### src/ssw_map.svh
`ifndef SSW_MAP_SVH
`define SSW_MAP_SVH

`define SSW_WORD_BITS 16
`define SSW_CTRL_RESET 16'h4DFD
`define SSW_WD_OFF_A_POS 0
`define SSW_SENSOR_LO_POS 2
`define SSW_SENSOR_HI_POS 7
`define SSW_SLEEP_POS 8
`define SSW_WD_OFF_B_POS 9
`define SSW_RDLY_LO_POS 10
`define SSW_RDLY_HI_POS 11
`define SSW_WIN_LO_POS 12
`define SSW_WIN_HI_POS 13
`define SSW_WD_OFF_C_POS 14
`define SSW_KICK_POS 15

`define SSW_RDLY_BASE_MS 8'h08
`define SSW_WIN_BASE_MS 8'h10
`define SSW_SETTLE_TICKS 2'h2

`define SSW_CLK_KHZ 250000
`define SSW_CLK_MHZ 250
`define SSW_TICK_MS 1
`define SSW_WAKE_US 50

`endif

### src/ssw_pkg.sv
package ssw_pkg;

    typedef enum logic [2:0] {wd_idle, wd_wait, wd_closed, wd_open, wd_fault} ssw_wd_state_t;

endpackage

### src/ssw_top.sv
`timescale 1ns/1ps
`default_nettype none
`include "ssw_map.svh"

module ssw_top
    import ssw_pkg::*;
#(
    parameter int MS_CYCLES = `SSW_CLK_KHZ * `SSW_TICK_MS,
    parameter int WAKE_CYCLES = `SSW_WAKE_US * `SSW_CLK_MHZ
) (
    input wire logic clk_i,
    input wire logic rst_b_i,
    input wire logic spi_clk_i,
    input wire logic spi_cs_b_i,
    input wire logic spi_di_i,
    input wire logic main_rail_ok_i,
    input wire logic second_rail_ok_i,
    input wire logic third_rail_ok_i,
    input wire logic main_rail_retain_i,
    input wire logic main_rail_brownout_i,
    input wire logic second_rail_brownout_i,
    input wire logic temp_warn_i,
    input wire logic temp_shutdown_i,
    input wire logic wake_i,
    input wire logic [5:0] sensor_settled_i,
    input wire logic dcdc_running_i,
    output logic spi_do_o,
    output logic spi_do_oe_o,
    output logic main_rail_reset_n_o,
    output logic second_rail_reset_n_o,
    output logic third_rail_reset_n_o,
    output logic fault_n_o,
    output logic [5:0] sensor_supply_outputs_o,
    output logic regulators_enable_o
);

    localparam int IN_W = 19;
    localparam int MSW = $clog2(MS_CYCLES);
    localparam int WKW = $clog2(WAKE_CYCLES + 1);

    function automatic logic [7:0] sel_ms(input logic lo, input logic hi, input logic [7:0] base);
        sel_ms = base << {~hi, ~lo};
    endfunction

    logic [IN_W-1:0] raw;
    logic [IN_W-1:0] syn;
    logic sck;
    logic cs_b;
    logic di;
    logic [2:0] rail_ok;
    logic retain;
    logic brown_a;
    logic brown_b;
    logic twarn;
    logic tsd;
    logic wake;
    logic [5:0] trk_ok;
    logic dcdc;

    assign raw = {dcdc_running_i, sensor_settled_i, wake_i, temp_shutdown_i, temp_warn_i,
                  second_rail_brownout_i, main_rail_brownout_i, main_rail_retain_i,
                  third_rail_ok_i, second_rail_ok_i, main_rail_ok_i,
                  spi_di_i, spi_cs_b_i, spi_clk_i};

    ssw_sync #(
        .W(IN_W)
    ) u_sync (
        .clk_i(clk_i),
        .rst_b_i(rst_b_i),
        .d_i(raw),
        .q_o(syn)
    );

    assign sck = syn[0];
    assign cs_b = syn[1];
    assign di = syn[2];
    assign rail_ok = syn[5:3];
    assign retain = syn[6];
    assign brown_a = syn[7];
    assign brown_b = syn[8];
    assign twarn = syn[9];
    assign tsd = syn[10];
    assign wake = syn[11];
    assign trk_ok = syn[17:12];
    assign dcdc = syn[18];

    logic sck_q;
    logic cs_q;
    logic sck_rise;
    logic cs_fall;
    logic cs_rise;
    logic [MSW-1:0] ms_cnt;
    logic ms_tick;
    logic [15:0] sr;
    logic [4:0] bit_cnt;
    logic [15:0] ctrl;
    logic [15:0] status;
    logic xfer_done;
    logic accept;
    logic kick;
    logic wd_en;
    logic [7:0] rdly;
    logic [7:0] wlen;
    logic [7:0] dly_cnt [3];
    logic [MSW-1:0] dly_sub [3];
    logic [MSW-1:0] wd_sub;
    logic wd_tick;
    ssw_wd_state_t wd_last;
    logic err_live;
    logic [2:0] rst_n;
    logic [1:0] ret;
    logic [1:0] trk_age [6];
    logic [5:0] trk_fault;
    logic err_src;
    logic err_latch;
    logic wd_err;
    logic wd_fail;
    logic wd_force;
    ssw_wd_state_t wd_state;
    logic [7:0] wd_cnt;
    logic [7:0] win;
    logic [WKW-1:0] wake_cnt;
    logic powered;

    assign sck_rise = sck & ~sck_q;
    assign cs_fall = ~cs_b & cs_q;
    assign cs_rise = cs_b & ~cs_q;

    always_ff @(posedge clk_i or negedge rst_b_i)
    begin
        if (!rst_b_i)
        begin
            sck_q <= 1'b0;
            cs_q <= 1'b0;
        end
        else
        begin
            sck_q <= sck;
            cs_q <= cs_b;
        end
    end

    always_ff @(posedge clk_i or negedge rst_b_i)
    begin
        if (!rst_b_i)
        begin
            ms_cnt <= '0;
            ms_tick <= 1'b0;
        end
        else
        begin
            ms_tick <= (ms_cnt == MSW'(MS_CYCLES - 1));
            ms_cnt <= (ms_cnt == MSW'(MS_CYCLES - 1)) ? '0 : ms_cnt + 1'b1;
        end
    end

    // one shifter both receives and transmits, so after 16 clocks the data out
    // repeats what came in, which is what a daisy chain needs
    always_ff @(posedge clk_i or negedge rst_b_i)
    begin
        if (!rst_b_i)
        begin
            sr <= '0;
            bit_cnt <= '0;
            spi_do_o <= 1'b0;
            spi_do_oe_o <= 1'b0;
        end
        else if (cs_fall)
        begin
            sr <= status;
            spi_do_o <= status[0];
            spi_do_oe_o <= 1'b1;
            bit_cnt <= '0;
        end
        else if (cs_rise)
        begin
            spi_do_oe_o <= 1'b0;
        end
        else if (~cs_b && sck_rise)
        begin
            sr <= {di, sr[15:1]};
            spi_do_o <= sr[1];
            if (bit_cnt != 5'h10)
            begin
                bit_cnt <= bit_cnt + 5'h01;
            end
        end
    end

    // a short frame is dropped whole; two 8-bit bursts inside one select count as one word
    assign xfer_done = cs_rise & (bit_cnt == 5'h10);
    assign accept = xfer_done & rst_n[0];
    assign kick = accept & sr[`SSW_KICK_POS];

    always_ff @(posedge clk_i or negedge rst_b_i)
    begin
        if (!rst_b_i)
        begin
            ctrl <= `SSW_CTRL_RESET;
        end
        else if (~retain)
        begin
            ctrl <= `SSW_CTRL_RESET;
        end
        else if (accept)
        begin
            ctrl <= sr;
        end
    end

    assign wd_en = ~ctrl[`SSW_WD_OFF_A_POS] & ctrl[`SSW_WD_OFF_B_POS] & ~ctrl[`SSW_WD_OFF_C_POS];
    assign rdly = sel_ms(ctrl[`SSW_RDLY_LO_POS], ctrl[`SSW_RDLY_HI_POS], `SSW_RDLY_BASE_MS);
    assign wlen = sel_ms(ctrl[`SSW_WIN_LO_POS], ctrl[`SSW_WIN_HI_POS], `SSW_WIN_BASE_MS);

    assign status = {dcdc, wd_err, ~rst_n[2], ~rst_n[1], ~rst_n[0], (wd_state == wd_closed),
                     ret, trk_ok & ctrl[`SSW_SENSOR_HI_POS:`SSW_SENSOR_LO_POS], twarn, err_latch};

    always_ff @(posedge clk_i or negedge rst_b_i)
    begin
        if (!rst_b_i)
        begin
            for (int i = 0; i < 3; i++)
            begin
                dly_cnt[i] <= '0;
                dly_sub[i] <= '0;
            end
            rst_n <= '0;
        end
        else
        begin
            for (int i = 0; i < 3; i++)
            begin
                if (~rail_ok[i] || (i == 0 && wd_force))
                begin
                    dly_cnt[i] <= '0;
                    dly_sub[i] <= '0;
                    rst_n[i] <= 1'b0;
                end
                else if (dly_cnt[i] >= rdly)
                begin
                    rst_n[i] <= 1'b1;
                end
                // own prescaler per rail, so the tick phase never cuts the delay short
                else if (dly_sub[i] == MSW'(MS_CYCLES - 1))
                begin
                    dly_sub[i] <= '0;
                    dly_cnt[i] <= dly_cnt[i] + 8'h01;
                end
                else
                begin
                    dly_sub[i] <= dly_sub[i] + 1'b1;
                end
            end
        end
    end

    always_ff @(posedge clk_i or negedge rst_b_i)
    begin
        if (!rst_b_i)
        begin
            main_rail_reset_n_o <= 1'b0;
            second_rail_reset_n_o <= 1'b0;
            third_rail_reset_n_o <= 1'b0;
        end
        else
        begin
            main_rail_reset_n_o <= rst_n[0];
            second_rail_reset_n_o <= rst_n[1];
            third_rail_reset_n_o <= rst_n[2];
        end
    end

    // set beats clear for every sticky flag
    always_ff @(posedge clk_i or negedge rst_b_i)
    begin
        if (!rst_b_i)
        begin
            ret <= '0;
        end
        else
        begin
            ret <= (xfer_done ? 2'h0 : ret) | {brown_b, brown_a};
        end
    end

    always_ff @(posedge clk_i or negedge rst_b_i)
    begin
        if (!rst_b_i)
        begin
            for (int i = 0; i < 6; i++)
            begin
                trk_age[i] <= '0;
            end
        end
        else
        begin
            for (int i = 0; i < 6; i++)
            begin
                if (~sensor_supply_outputs_o[i])
                begin
                    trk_age[i] <= '0;
                end
                else if (ms_tick && trk_age[i] != `SSW_SETTLE_TICKS)
                begin
                    trk_age[i] <= trk_age[i] + 2'h1;
                end
            end
        end
    end

    // two ticks guarantee at least one full millisecond after enable
    always_comb
    begin
        for (int i = 0; i < 6; i++)
        begin
            trk_fault[i] = (trk_age[i] == `SSW_SETTLE_TICKS) & ~trk_ok[i];
        end
    end

    assign err_src = twarn | wd_err | (|ret) | (|trk_fault);
    // at a completed frame only live causes may set the latch again, not flags cleared with it
    assign err_live = twarn | brown_a | brown_b | (|trk_fault) | wd_fail;

    always_ff @(posedge clk_i or negedge rst_b_i)
    begin
        if (!rst_b_i)
        begin
            err_latch <= 1'b0;
            wd_err <= 1'b0;
            fault_n_o <= 1'b1;
        end
        else
        begin
            err_latch <= xfer_done ? err_live : (err_latch | err_src);
            wd_err <= (wd_err & ~xfer_done) | wd_fail;
            fault_n_o <= ~(err_src | err_latch | wd_fail);
        end
    end

    assign wd_fail = wd_en & (((wd_state == wd_closed) & kick) |
                     ((wd_state == wd_open) & ~kick & (wd_cnt >= win)));
    assign wd_force = wd_en & (wd_state == wd_fault) & (wd_cnt >= {1'b0, win[7:1]});
    assign wd_tick = (wd_sub == MSW'(MS_CYCLES - 1)) & (wd_state == wd_last);

    // the window prescaler restarts with every state change, so windows are whole ms
    always_ff @(posedge clk_i or negedge rst_b_i)
    begin
        if (!rst_b_i)
        begin
            wd_sub <= '0;
            wd_last <= wd_idle;
        end
        else
        begin
            wd_last <= wd_state;
            wd_sub <= ((wd_state != wd_last) || wd_tick) ? '0 : wd_sub + 1'b1;
        end
    end

    // disabling clears wd_cnt and the state at once, and the prescaler restarts at re-enable, so any gap before re-enable is enough
    always_ff @(posedge clk_i or negedge rst_b_i)
    begin
        if (!rst_b_i)
        begin
            wd_state <= wd_idle;
            wd_cnt <= '0;
            win <= `SSW_WIN_BASE_MS;
        end
        else if (~wd_en)
        begin
            wd_state <= wd_idle;
            wd_cnt <= '0;
        end
        else
        begin
            unique case (wd_state)
                wd_idle:
                begin
                    wd_state <= wd_wait;
                end
                wd_wait:
                begin
                    if (rst_n[0])
                    begin
                        wd_state <= wd_closed;
                        win <= wlen;
                        wd_cnt <= '0;
                    end
                end
                wd_closed:
                begin
                    if (wd_fail || ~rst_n[0])
                    begin
                        wd_state <= wd_fail ? wd_fault : wd_wait;
                        wd_cnt <= '0;
                    end
                    else if (wd_cnt >= win)
                    begin
                        wd_state <= wd_open;
                        wd_cnt <= '0;
                    end
                    else if (wd_tick)
                    begin
                        wd_cnt <= wd_cnt + 8'h01;
                    end
                end
                wd_open:
                begin
                    if (wd_fail || ~rst_n[0])
                    begin
                        wd_state <= wd_fail ? wd_fault : wd_wait;
                        wd_cnt <= '0;
                    end
                    else if (kick)
                    begin
                        wd_state <= wd_closed;
                        win <= wlen;
                        wd_cnt <= '0;
                    end
                    else if (wd_tick)
                    begin
                        wd_cnt <= wd_cnt + 8'h01;
                    end
                end
                wd_fault:
                begin
                    if (wd_force)
                    begin
                        wd_state <= wd_wait;
                        wd_cnt <= '0;
                    end
                    else if (wd_tick)
                    begin
                        wd_cnt <= wd_cnt + 8'h01;
                    end
                end
            endcase
        end
    end

    always_ff @(posedge clk_i or negedge rst_b_i)
    begin
        if (!rst_b_i)
        begin
            wake_cnt <= '0;
            powered <= 1'b0;
        end
        else
        begin
            wake_cnt <= wake ? ((wake_cnt == WKW'(WAKE_CYCLES)) ? wake_cnt : wake_cnt + 1'b1) : '0;
            if (wake && wake_cnt == WKW'(WAKE_CYCLES - 1))
            begin
                powered <= 1'b1;
            end
            else if (accept && ~sr[`SSW_SLEEP_POS] && ~wake)
            begin
                powered <= 1'b0;
            end
        end
    end

    always_ff @(posedge clk_i or negedge rst_b_i)
    begin
        if (!rst_b_i)
        begin
            regulators_enable_o <= 1'b0;
            sensor_supply_outputs_o <= '0;
        end
        else
        begin
            regulators_enable_o <= powered & ~tsd;
            sensor_supply_outputs_o <= ctrl[`SSW_SENSOR_HI_POS:`SSW_SENSOR_LO_POS] & {6{powered & ~tsd}};
        end
    end
endmodule // ssw_top

`default_nettype wire

### src/ssw_sync.sv
`timescale 1ns/1ps
`default_nettype none

module ssw_sync #(
    parameter int W = 1
) (
    input wire logic clk_i,
    input wire logic rst_b_i,
    input wire logic [W-1:0] d_i,
    output logic [W-1:0] q_o
);

    logic [W-1:0] s1;
    logic [W-1:0] s2;
    logic [W-1:0] s3;

    // a level change is accepted only once the second and third stages agree
    always_ff @(posedge clk_i or negedge rst_b_i)
    begin
        if (!rst_b_i)
        begin
            s1 <= '0;
            s2 <= '0;
            s3 <= '0;
            q_o <= '0;
        end
        else
        begin
            s1 <= d_i;
            s2 <= s1;
            s3 <= s2;
            q_o <= (s2 & s3) | (q_o & (s2 | s3));
        end
    end

endmodule // ssw_sync

`default_nettype wire

### config.mk
export PLATFORM = sky130hd
export DESIGN_NAME = ssw_top
export DESIGN_NICKNAME = d
export VERILOG_FILES = /design/src/ssw_pkg.sv /design/src/ssw_top.sv /design/src/ssw_sync.sv
export VERILOG_INCLUDE_DIRS = /design/src
export SDC_FILE = /design/constraint.sdc
export NUM_CORES = 1
export LEC_CHECK = 0
export BUFFER_PORTS_ARGS = -buffer_cell sky130_fd_sc_hd__buf_2
export CAP_MARGIN = 40
export CORE_MARGIN = 8
export CORE_UTILIZATION = 37
export CTS_CLUSTER_SIZE = 14
export DETAILED_ROUTE_END_ITERATION = 7
export GPL_ROUTABILITY_DRIVEN = 0
export PLACE_DENSITY = 0.52
export SYNTH_ARGS = -nofsm -noshare
export SYNTH_HDL_FRONTEND = slang
export SYNTH_SLANG_ARGS = --single-unit
### constraint.sdc
create_clock -name clk_i -period 7.56 [get_ports clk_i]
set_input_delay 2.268 -clock clk_i [delete_from_list [all_inputs] [get_ports clk_i]]
set_output_delay 2.268 -clock clk_i [all_outputs]
set_load 0.005 [all_outputs]
Yosys cells after proc, flatten, opt, wreduce, memory -nomap -nowiden --
Index checks and enable logic that the tools add are counted. Widths: inputs -> output; s select.
Storage, ports and cells: bits in registers 298, input bits 21, word-level logic and storage cells 296
Operators by class: $add $sub $neg 17, order comparisons 5, eq/ne operators 51, shift operators 2, muxes and demuxes 80, bitwise operators 66, reduce and logical (&&, ||, !) cells 31
Operators by type and width (count):
- $mux 18 | 11
- $mux 8 | 20
- $add 18x1->18 const B | 5
- $eq 18x18->1 const B | 5
- $mux 16 | 3
- $and 19x19->19 | 2
- $ne 2x2->1 const B | 19
- $or 19x19->19 | 2
- $add 8x1->8 const B | 4
- $ge 8x8->1 | 4
- $pmux 8 s4 | 1
- $mux 15 | 2
- $eq 14x14->1 const B | 2
- $mux 14 | 2
- $mux 2 | 13
- $not 1->1 | 25
- $mux 3 | 8
- $and 1x1->1 | 23
- $mux 5 | 4
- $pmux 8 s2 | 1
- $pmux 3 s5 | 1
- $add 14x1->14 const B | 1
- $mux 1 | 14
- $reduce_bool 2->1 | 7
- other kinds (30) | 73

Depth between registers and ports, before layout --
Gate-level depths: netlist (run 1).
depth in word-level cells 14, gate-level depth with buffers 10, mapped depth without buffers 8

Hierarchy --
A second synthesis (run 1) with hierarchy kept.
Unflattened totals: cell total of the unflattened synthesis 1265, area, all modules 13349.1 um2
By module, submodules not included:
- ssw_top | times used 1, cells an instance 1170, area each 11233.3 um2, seq. area each 5395.2 um2
- ssw_sync | times used 1, cells an instance 95, area each 2115.8 um2, seq. area each 1901.8 um2

Worst setup path after synthesis (run 1) --
No wires, ideal clock.
path type reg2out, start register fault_n_o, end output port fault_n_o, arrival 0.501 ns, required time 5.292 ns, setup slack 4.791 ns, stages on the path, launching flop included 1, path buffers 0, cells stage by stage dfstp_2
RTL lines:
- from (decl) | line ssw_top.sv:32 | output logic fault_n_o,
- from (signal assigned) | line ssw_top.sv:336 | fault_n_o <= ~(err_src | err_latch | wd_fail);
No word-level cell between the ends.

Final worst setup path (run 1) --
start register fault_n_o, end output port fault_n_o
No word-level cell between the ends.

==> results of run 1 <==
[state kept, by name, summed over array words and instances, names as in the netlist, 13 cells and up]
| register | cells |
|---|---|
| dly_sub | 54 |
| dly_cnt | 24 |
| u_sync.q_o | 19 |
| u_sync.s1 | 19 |
| u_sync.s2 | 19 |
| u_sync.s3 | 19 |
| ms_cnt | 18 |
| wd_sub | 18 |
| sr | 16 |
| wake_cnt | 14 |
| ctrl | 13 |
[path summary, 6_finish.rpt]
| kind | start | to | slack, ns | cells after the start |
|---|---|---|---|---|
| max | fault_n_o | fault_n_o | 4.16 | 1 |
| min | u_sync.s1[18] | u_sync.s2[18] | 0.35 | 0 |
| max reg2reg | ctrl[10] | dly_cnt[15] | 4.74 | 9 |
| min reg2reg | u_sync.s1[18] | u_sync.s2[18] | 0.35 | 0 |
| max in group asynchronous | rst_b_i | fault_n_o | 4.43 | 3 |
| min in group asynchronous | rst_b_i | trk_age[1] | 1.82 | 1 |
[layer usage]
| metal | vias to the layer above | track usage [%] | routed length (µm) |
|---|---|---|---|
| met5 | - | 0 | 0 |
| met4 | 0 | 4.86 | 644 |
| met3 | 43 | 2.58 | 881 |
| met2 | 94 | 19.7 | 11400 |
| met1 | 4294 | 17.5 | 12500 |
| li1 | 4401 | - | - |
[power groups by stage]
stage	registers [W]	logic (W)	clock network, W
floorplan	0.00172	0.000139	0
global placement	0.00175	0.000203	0
detailed placement	0.00176	0.000211	0
CTS	0.00173	0.000212	0.00183
global route	0.00174	0.000240	0.00190
finish	0.00173	0.000204	0.00176
[through the flow]
stage / setup WS (ns) / power (W)
global placement: 3.60 / 0.00196
floorplan: 4.79 / 0.00186
global route: 4.12 / 0.00388
CTS: 4.12 / 0.00377
finish: 4.16 / 0.00369
detailed placement: 3.75 / 0.00197
[final cells by class]
class	count	area, µm²	area share [%]
sequential	291	7300	48.3
multi-input combinational	860	5520	36.5
clock buffer	48	1030	6.80
tap	461	577	3.82
timing repair buffer	44	290	1.92
clock inverter	16	209	1.38
inverter	48	180	1.19
[kinds of logic after synthesis]
logic type / count (synthesis)
buffers and inverters: 86
XOR/XNOR: 91
AND/OR/NAND/NOR: 511
multiplexers: 23
adder cells (fa/ha/maj): 65
flip-flops: 291
AO/OA/AOI/OAI: 170
[placed cells by master, fill, tap and decap left out, drive strengths merged, types with 46 or more instances in the layout]
cell type / n
nand3: 66
nor2: 98
nand4: 51
inv: 49
clkbuf: 48
dfrtp: 279
nand2: 119
ha: 46
xnor2: 54
o21ai: 71
==> results.sh, run 1 <==
export IMPL_power_leakage_nw=6.60
export IMPL_synth_most_common_cell="dfrtp_1"
export IMPL_crit_path_cell_trace="buf_2"
export IMPL_maxSlewHeadroom_pct=37.4
export IMPL_yosys_top_cells_area="dfrtp_1, ha_1, xnor2_1"
export IMPL_worstPathRequired_ns=5.29
export IMPL_netlist_area_um2=13100
export IMPL_synth_commonest_cells="dfrtp_1, nand2_1, nor2_1, o21ai_0, nand3_1"
export IMPL_critical_path_top_delay_family="flip-flops"
export IMPL_clk_pin_slew_worst_paths_ns=0.06
export IMPL_cap_violations=0
export IMPL_core_um2=35300
export IMPL_drt_iter0_markers=454
export IMPL_placed_cell_area_um2=13900
export IMPL_setup_tns_ns=0
export IMPL_timing_final_crit_share_pct=44.9
export IMPL_grt_start_max_net_pins=118
export IMPL_rsz0062_at_grt="false"
export IMPL_numCtsBuffers=35
export IMPL_synth_mux_area_share_pct=1.77
export IMPL_drive_above_1_share_pct=10.6
export IMPL_grt_use_total_pct=12.8
export IMPL_firstDrtPassIters=5
export IMPL_ir_drop_v=0.000176
export IMPL_grt_pass1_wl_mm=44.6
export IMPL_cts_buffer_depth=3
export IMPL_pwr_density_cell_nw_per_um2=245
export IMPL_synth_flop_cell="dfrtp_1"
export IMPL_hold_buffers=0
export IMPL_switchingPower_w=0.000869
export IMPL_hold_violations=0
export IMPL_clockRootBuffer="clkbuf_16"
export IMPL_grt_pass1_vias=9033
export IMPL_synth_seq_area_share_pct=55.5
export IMPL_vias=8832
export IMPL_synthCells=1237
export IMPL_end_kind="primary output"
export IMPL_yosys_register_bits=291
export IMPL_totalWireLength_mm=25.5
export IMPL_fin_hold_ws_ns=0.345
export IMPL_hold_class="reg -> reg"
export IMPL_synth_simple_area_share_pct=20.2
export IMPL_rows=69
export IMPL_fill_cells=3332
export IMPL_max_freq_ghz=0.294
export IMPL_worst_path_buf_inv=1
export IMPL_startpoint_type="register"
export IMPL_dp_cells=1704
export IMPL_tightest_slew_ns=0.939
export IMPL_areaGrowthSynthToFinish_pct=14.8
export IMPL_synthAdderAreaFrac_pct=5.82
export IMPL_synth_top_family_by_area="simple AND/OR/NAND/NOR gates"
export IMPL_tritoncts="done"
export IMPL_synth_compound_area_share_pct=8.04
export IMPL_p_sw_share_pct=23.5
export IMPL_crit_slowest_cell="dfstp_2"
export IMPL_postLayoutCellArea_um2=15100
export IMPL_ant_nets=0
export IMPL_finClkSkew_ns=0.0194
export IMPL_syn_mean_instance_area_um2=10.6
export IMPL_synth_edf_count=0
export IMPL_die_w_um=204
export IMPL_antenna_cells=0
export IMPL_setup_violations=0
export IMPL_hpwl_mm=16.6
export IMPL_status="completed"
export IMPL_drc=0
export IMPL_io_buffers=33
export IMPL_insertion_delay_ns=0.54
export IMPL_p_clk_share_pct=47.7
export IMPL_synth_top_area_cell="dfrtp_1"
export IMPL_wl_per_cell_um=14.4
export IMPL_synth_top_area_share_pct=53.1
export IMPL_grt_antenna_before_repair=0
export IMPL_ys_async_sr_fraction_pct=100
export IMPL_stdcell_count=1768
export IMPL_worstPathArrival_ns=1.13
export IMPL_fin_util_pct=42.7
export IMPL_initial_core_util_pct=37.2
export IMPL_io_pins=34
export IMPL_die_h_um=204
export IMPL_synthDistinctLibCells=67
export IMPL_worstPathMaxFanout=1
export IMPL_globalRoute_totalOverflow=0
export IMPL_slew_viol_final=0
export IMPL_critPathKind="reg -> out"
export IMPL_layout_min_cycle_time_ns=3.40
export IMPL_ctsResizeCount=0
export IMPL_h_tree_depth=2
export IMPL_p_seq_share_pct=46.8
export IMPL_yosysWarnings=0
export IMPL_cts_sinks=291
export IMPL_post_cts_buffers=0
export IMPL_power_internal_w=0.00282
export IMPL_viasPerCell=5.00
export IMPL_combPwrFrac_pct=5.5
export IMPL_synth_xor_area_share_pct=6.06
export IMPL_synth_fp_nets=1304
export IMPL_die_area_um2=41800
export IMPL_nets=1347
export IMPL_max_stage_delay_ns=0.51
No activity file was read; power rests on OpenSTA's default activity.
==> inputs of run 2 (changes only) <==
==> constraint.sdc (replaced) <==
create_clock -name clk_i -period 3.3 [get_ports clk_i]
set_input_delay 0.99 -clock clk_i [delete_from_list [all_inputs] [get_ports clk_i]]
set_output_delay 0.99 -clock clk_i [all_outputs]
set_load 0.005 [all_outputs]
==> run 2 against run 1 <==
Against the previous run:
- final area is 0.43% higher
- critical endpoint is now dly_sub[52]
- power up 130%
- combinational power grew 130%
- via count up 0.66%
- sequential share of layout area decreased by 0.21 points
==> results.sh, run 2 (synthesis gave the netlist of run 1 again) <==
export IMPL_grt_antenna_before_repair=0
export IMPL_setup_ws_ns=0.647
export IMPL_rows=69
export IMPL_clk_pin_slew_worst_paths_ns=0.06
export IMPL_drive_above_1_share_pct=11.0
export IMPL_antenna_cells=0
export IMPL_grt_pass1_vias=8746
export IMPL_dp_cells=1714
export IMPL_r2r_start="win[4]"
export IMPL_worstPathArrival_ns=3.08
export IMPL_vias=8890
export IMPL_tightest_slew_ns=0.722
export IMPL_nets=1356
export IMPL_die_h_um=204
export IMPL_worstPathRequired_ns=3.72
export IMPL_totalWireLength_mm=25.5
export IMPL_startpoint_type="register"
export IMPL_post_cts_buffers=0
export IMPL_largest_reg_flops=54
export IMPL_initial_core_util_pct=37.2
export IMPL_pre_cts_slack_ns=0.666
export IMPL_cts_buffer_depth=3
export IMPL_status="completed"
export IMPL_worstReg2RegEnd="dly_sub[52]"
export IMPL_areaGrowthSynthToFinish_pct=15.3
export IMPL_grt_pass1_wl_mm=44.5
export IMPL_finClkSkew_ns=0.0171
export IMPL_slew_viol_final=0
export IMPL_power_leakage_nw=6.62
export IMPL_top_register="dly_sub"
export IMPL_viasPerCell=5.01
export IMPL_setup_violations=0
export IMPL_hold_buffers=0
export IMPL_rsz0062_at_grt="false"
export IMPL_maxSlewHeadroom_pct=51.7
export IMPL_die_w_um=204
export IMPL_ant_nets=0
export IMPL_worstPathMaxFanout=12
export IMPL_io_buffers=33
export IMPL_die_area_um2=41800
export IMPL_numCtsBuffers=34
export IMPL_timing_final_crit_share_pct=80.4
export IMPL_clockRootBuffer="clkbuf_16"
export IMPL_core_um2=35300
export IMPL_firstDrtPassIters=5
export IMPL_hp_start="u_sync.s1[0]"
export IMPL_tritoncts="done"
export IMPL_pwr_density_cell_nw_per_um2=556
export IMPL_critPathKind="reg -> reg"
export IMPL_grt_use_total_pct=12.6
export IMPL_hold_class="reg -> reg"
export IMPL_top_regs="dly_sub x54, dly_cnt x24"
export IMPL_wl_per_cell_um=14.4
export IMPL_stdcell_count=1776
export IMPL_drc=0
export IMPL_layout_min_cycle_time_ns=2.65
export IMPL_cap_violations=0
export IMPL_max_freq_ghz=0.377
export IMPL_ir_drop_v=0.000305
export IMPL_end_kind="register"
export IMPL_hold_path_end="u_sync.s2[0]"
export IMPL_globalRoute_totalOverflow=0
export IMPL_reg2regPathDepth=7
export IMPL_final_common_cell="dfrtp_1"
export IMPL_hpwl_mm=17.2
export IMPL_hold_depth=0
export IMPL_power_w=0.00842
export IMPL_hold_violations=0
export IMPL_h_tree_depth=2
export IMPL_io_pins=34
export IMPL_setup_tns_ns=0
export IMPL_grt_start_max_net_pins=77
export IMPL_insertion_delay_ns=0.52
export IMPL_layout_common_cells="dfrtp_1, nand2_1, nor2_1"
export IMPL_ctsResizeCount=0
export IMPL_rrSetupSlack_ns=0.65
export IMPL_cts_sinks=291
export IMPL_drt_iter0_markers=434
[run 2: cell types whose count changed in the layout (fill, tap and decap cells not counted), sizes merged]
cell,change
buf,+10
clkbuf,-4
clkinv,-4
clkinvlp,+3
bufinv,+2
inv,+1
[run 2: final cells by class]
cell class	instances	area, µm²
Tap cell	461	577
Fill cell	3354	20200
Sequential cell	291	7300
Multi-Input combinational cell	860	5520
Clock inverter	18	269
Inverter	48	180
Timing Repair Buffer	54	383
Clock buffer	44	938
[run 2: per-layer routing]
| layer | wire (µm) | track usage (%) |
|---|---|---|
| met1 | 12600 | 17.8 |
| met2 | 11500 | 19.5 |
| met3 | 897 | 2.34 |
| met4 | 525 | 3.75 |
| met5 | 0 | 0 |
[run 2: per-stage QoR]
step,area [µm²],util [%],hold WS (ns)
floorplan,13100,-,0.331
global placement,14000,39.5,0.332
detailed placement,14000,39.5,0.336
CTS,15200,42.9,0.349
global route,15200,42.9,0.354
finish,15200,42.9,0.347
[run 2: how the worst max path moves through the flow]
stage	end	slack (ns)	start
floorplan	dly_cnt[6]	0.92	ctrl[10]
global placement	dly_sub[52]	0.71	win[4]
detailed placement	dly_sub[53]	0.67	win[4]
CTS	dly_sub[52]	0.65	win[4]
global route	dly_cnt[15]	0.40	ctrl[11]
finish	dly_sub[52]	0.65	win[4]
[run 2: critical path, cell delays in order (launching register included)]
cell and delay, ns:
dfstp_2 0.54, inv_1 0.05, ha_1 0.25, o21ai_0 0.18
a22oi_1 0.18, a41oi_2 0.64, nand2_1 0.46, a21oi_1 0.24
[run 2: where the power goes]
part           switching [W]  internal [W]  leakage (nW)
registers           0.000189       0.00377          3.76
logic               0.000271      0.000202          2.29
clock network        0.00150       0.00250         0.582
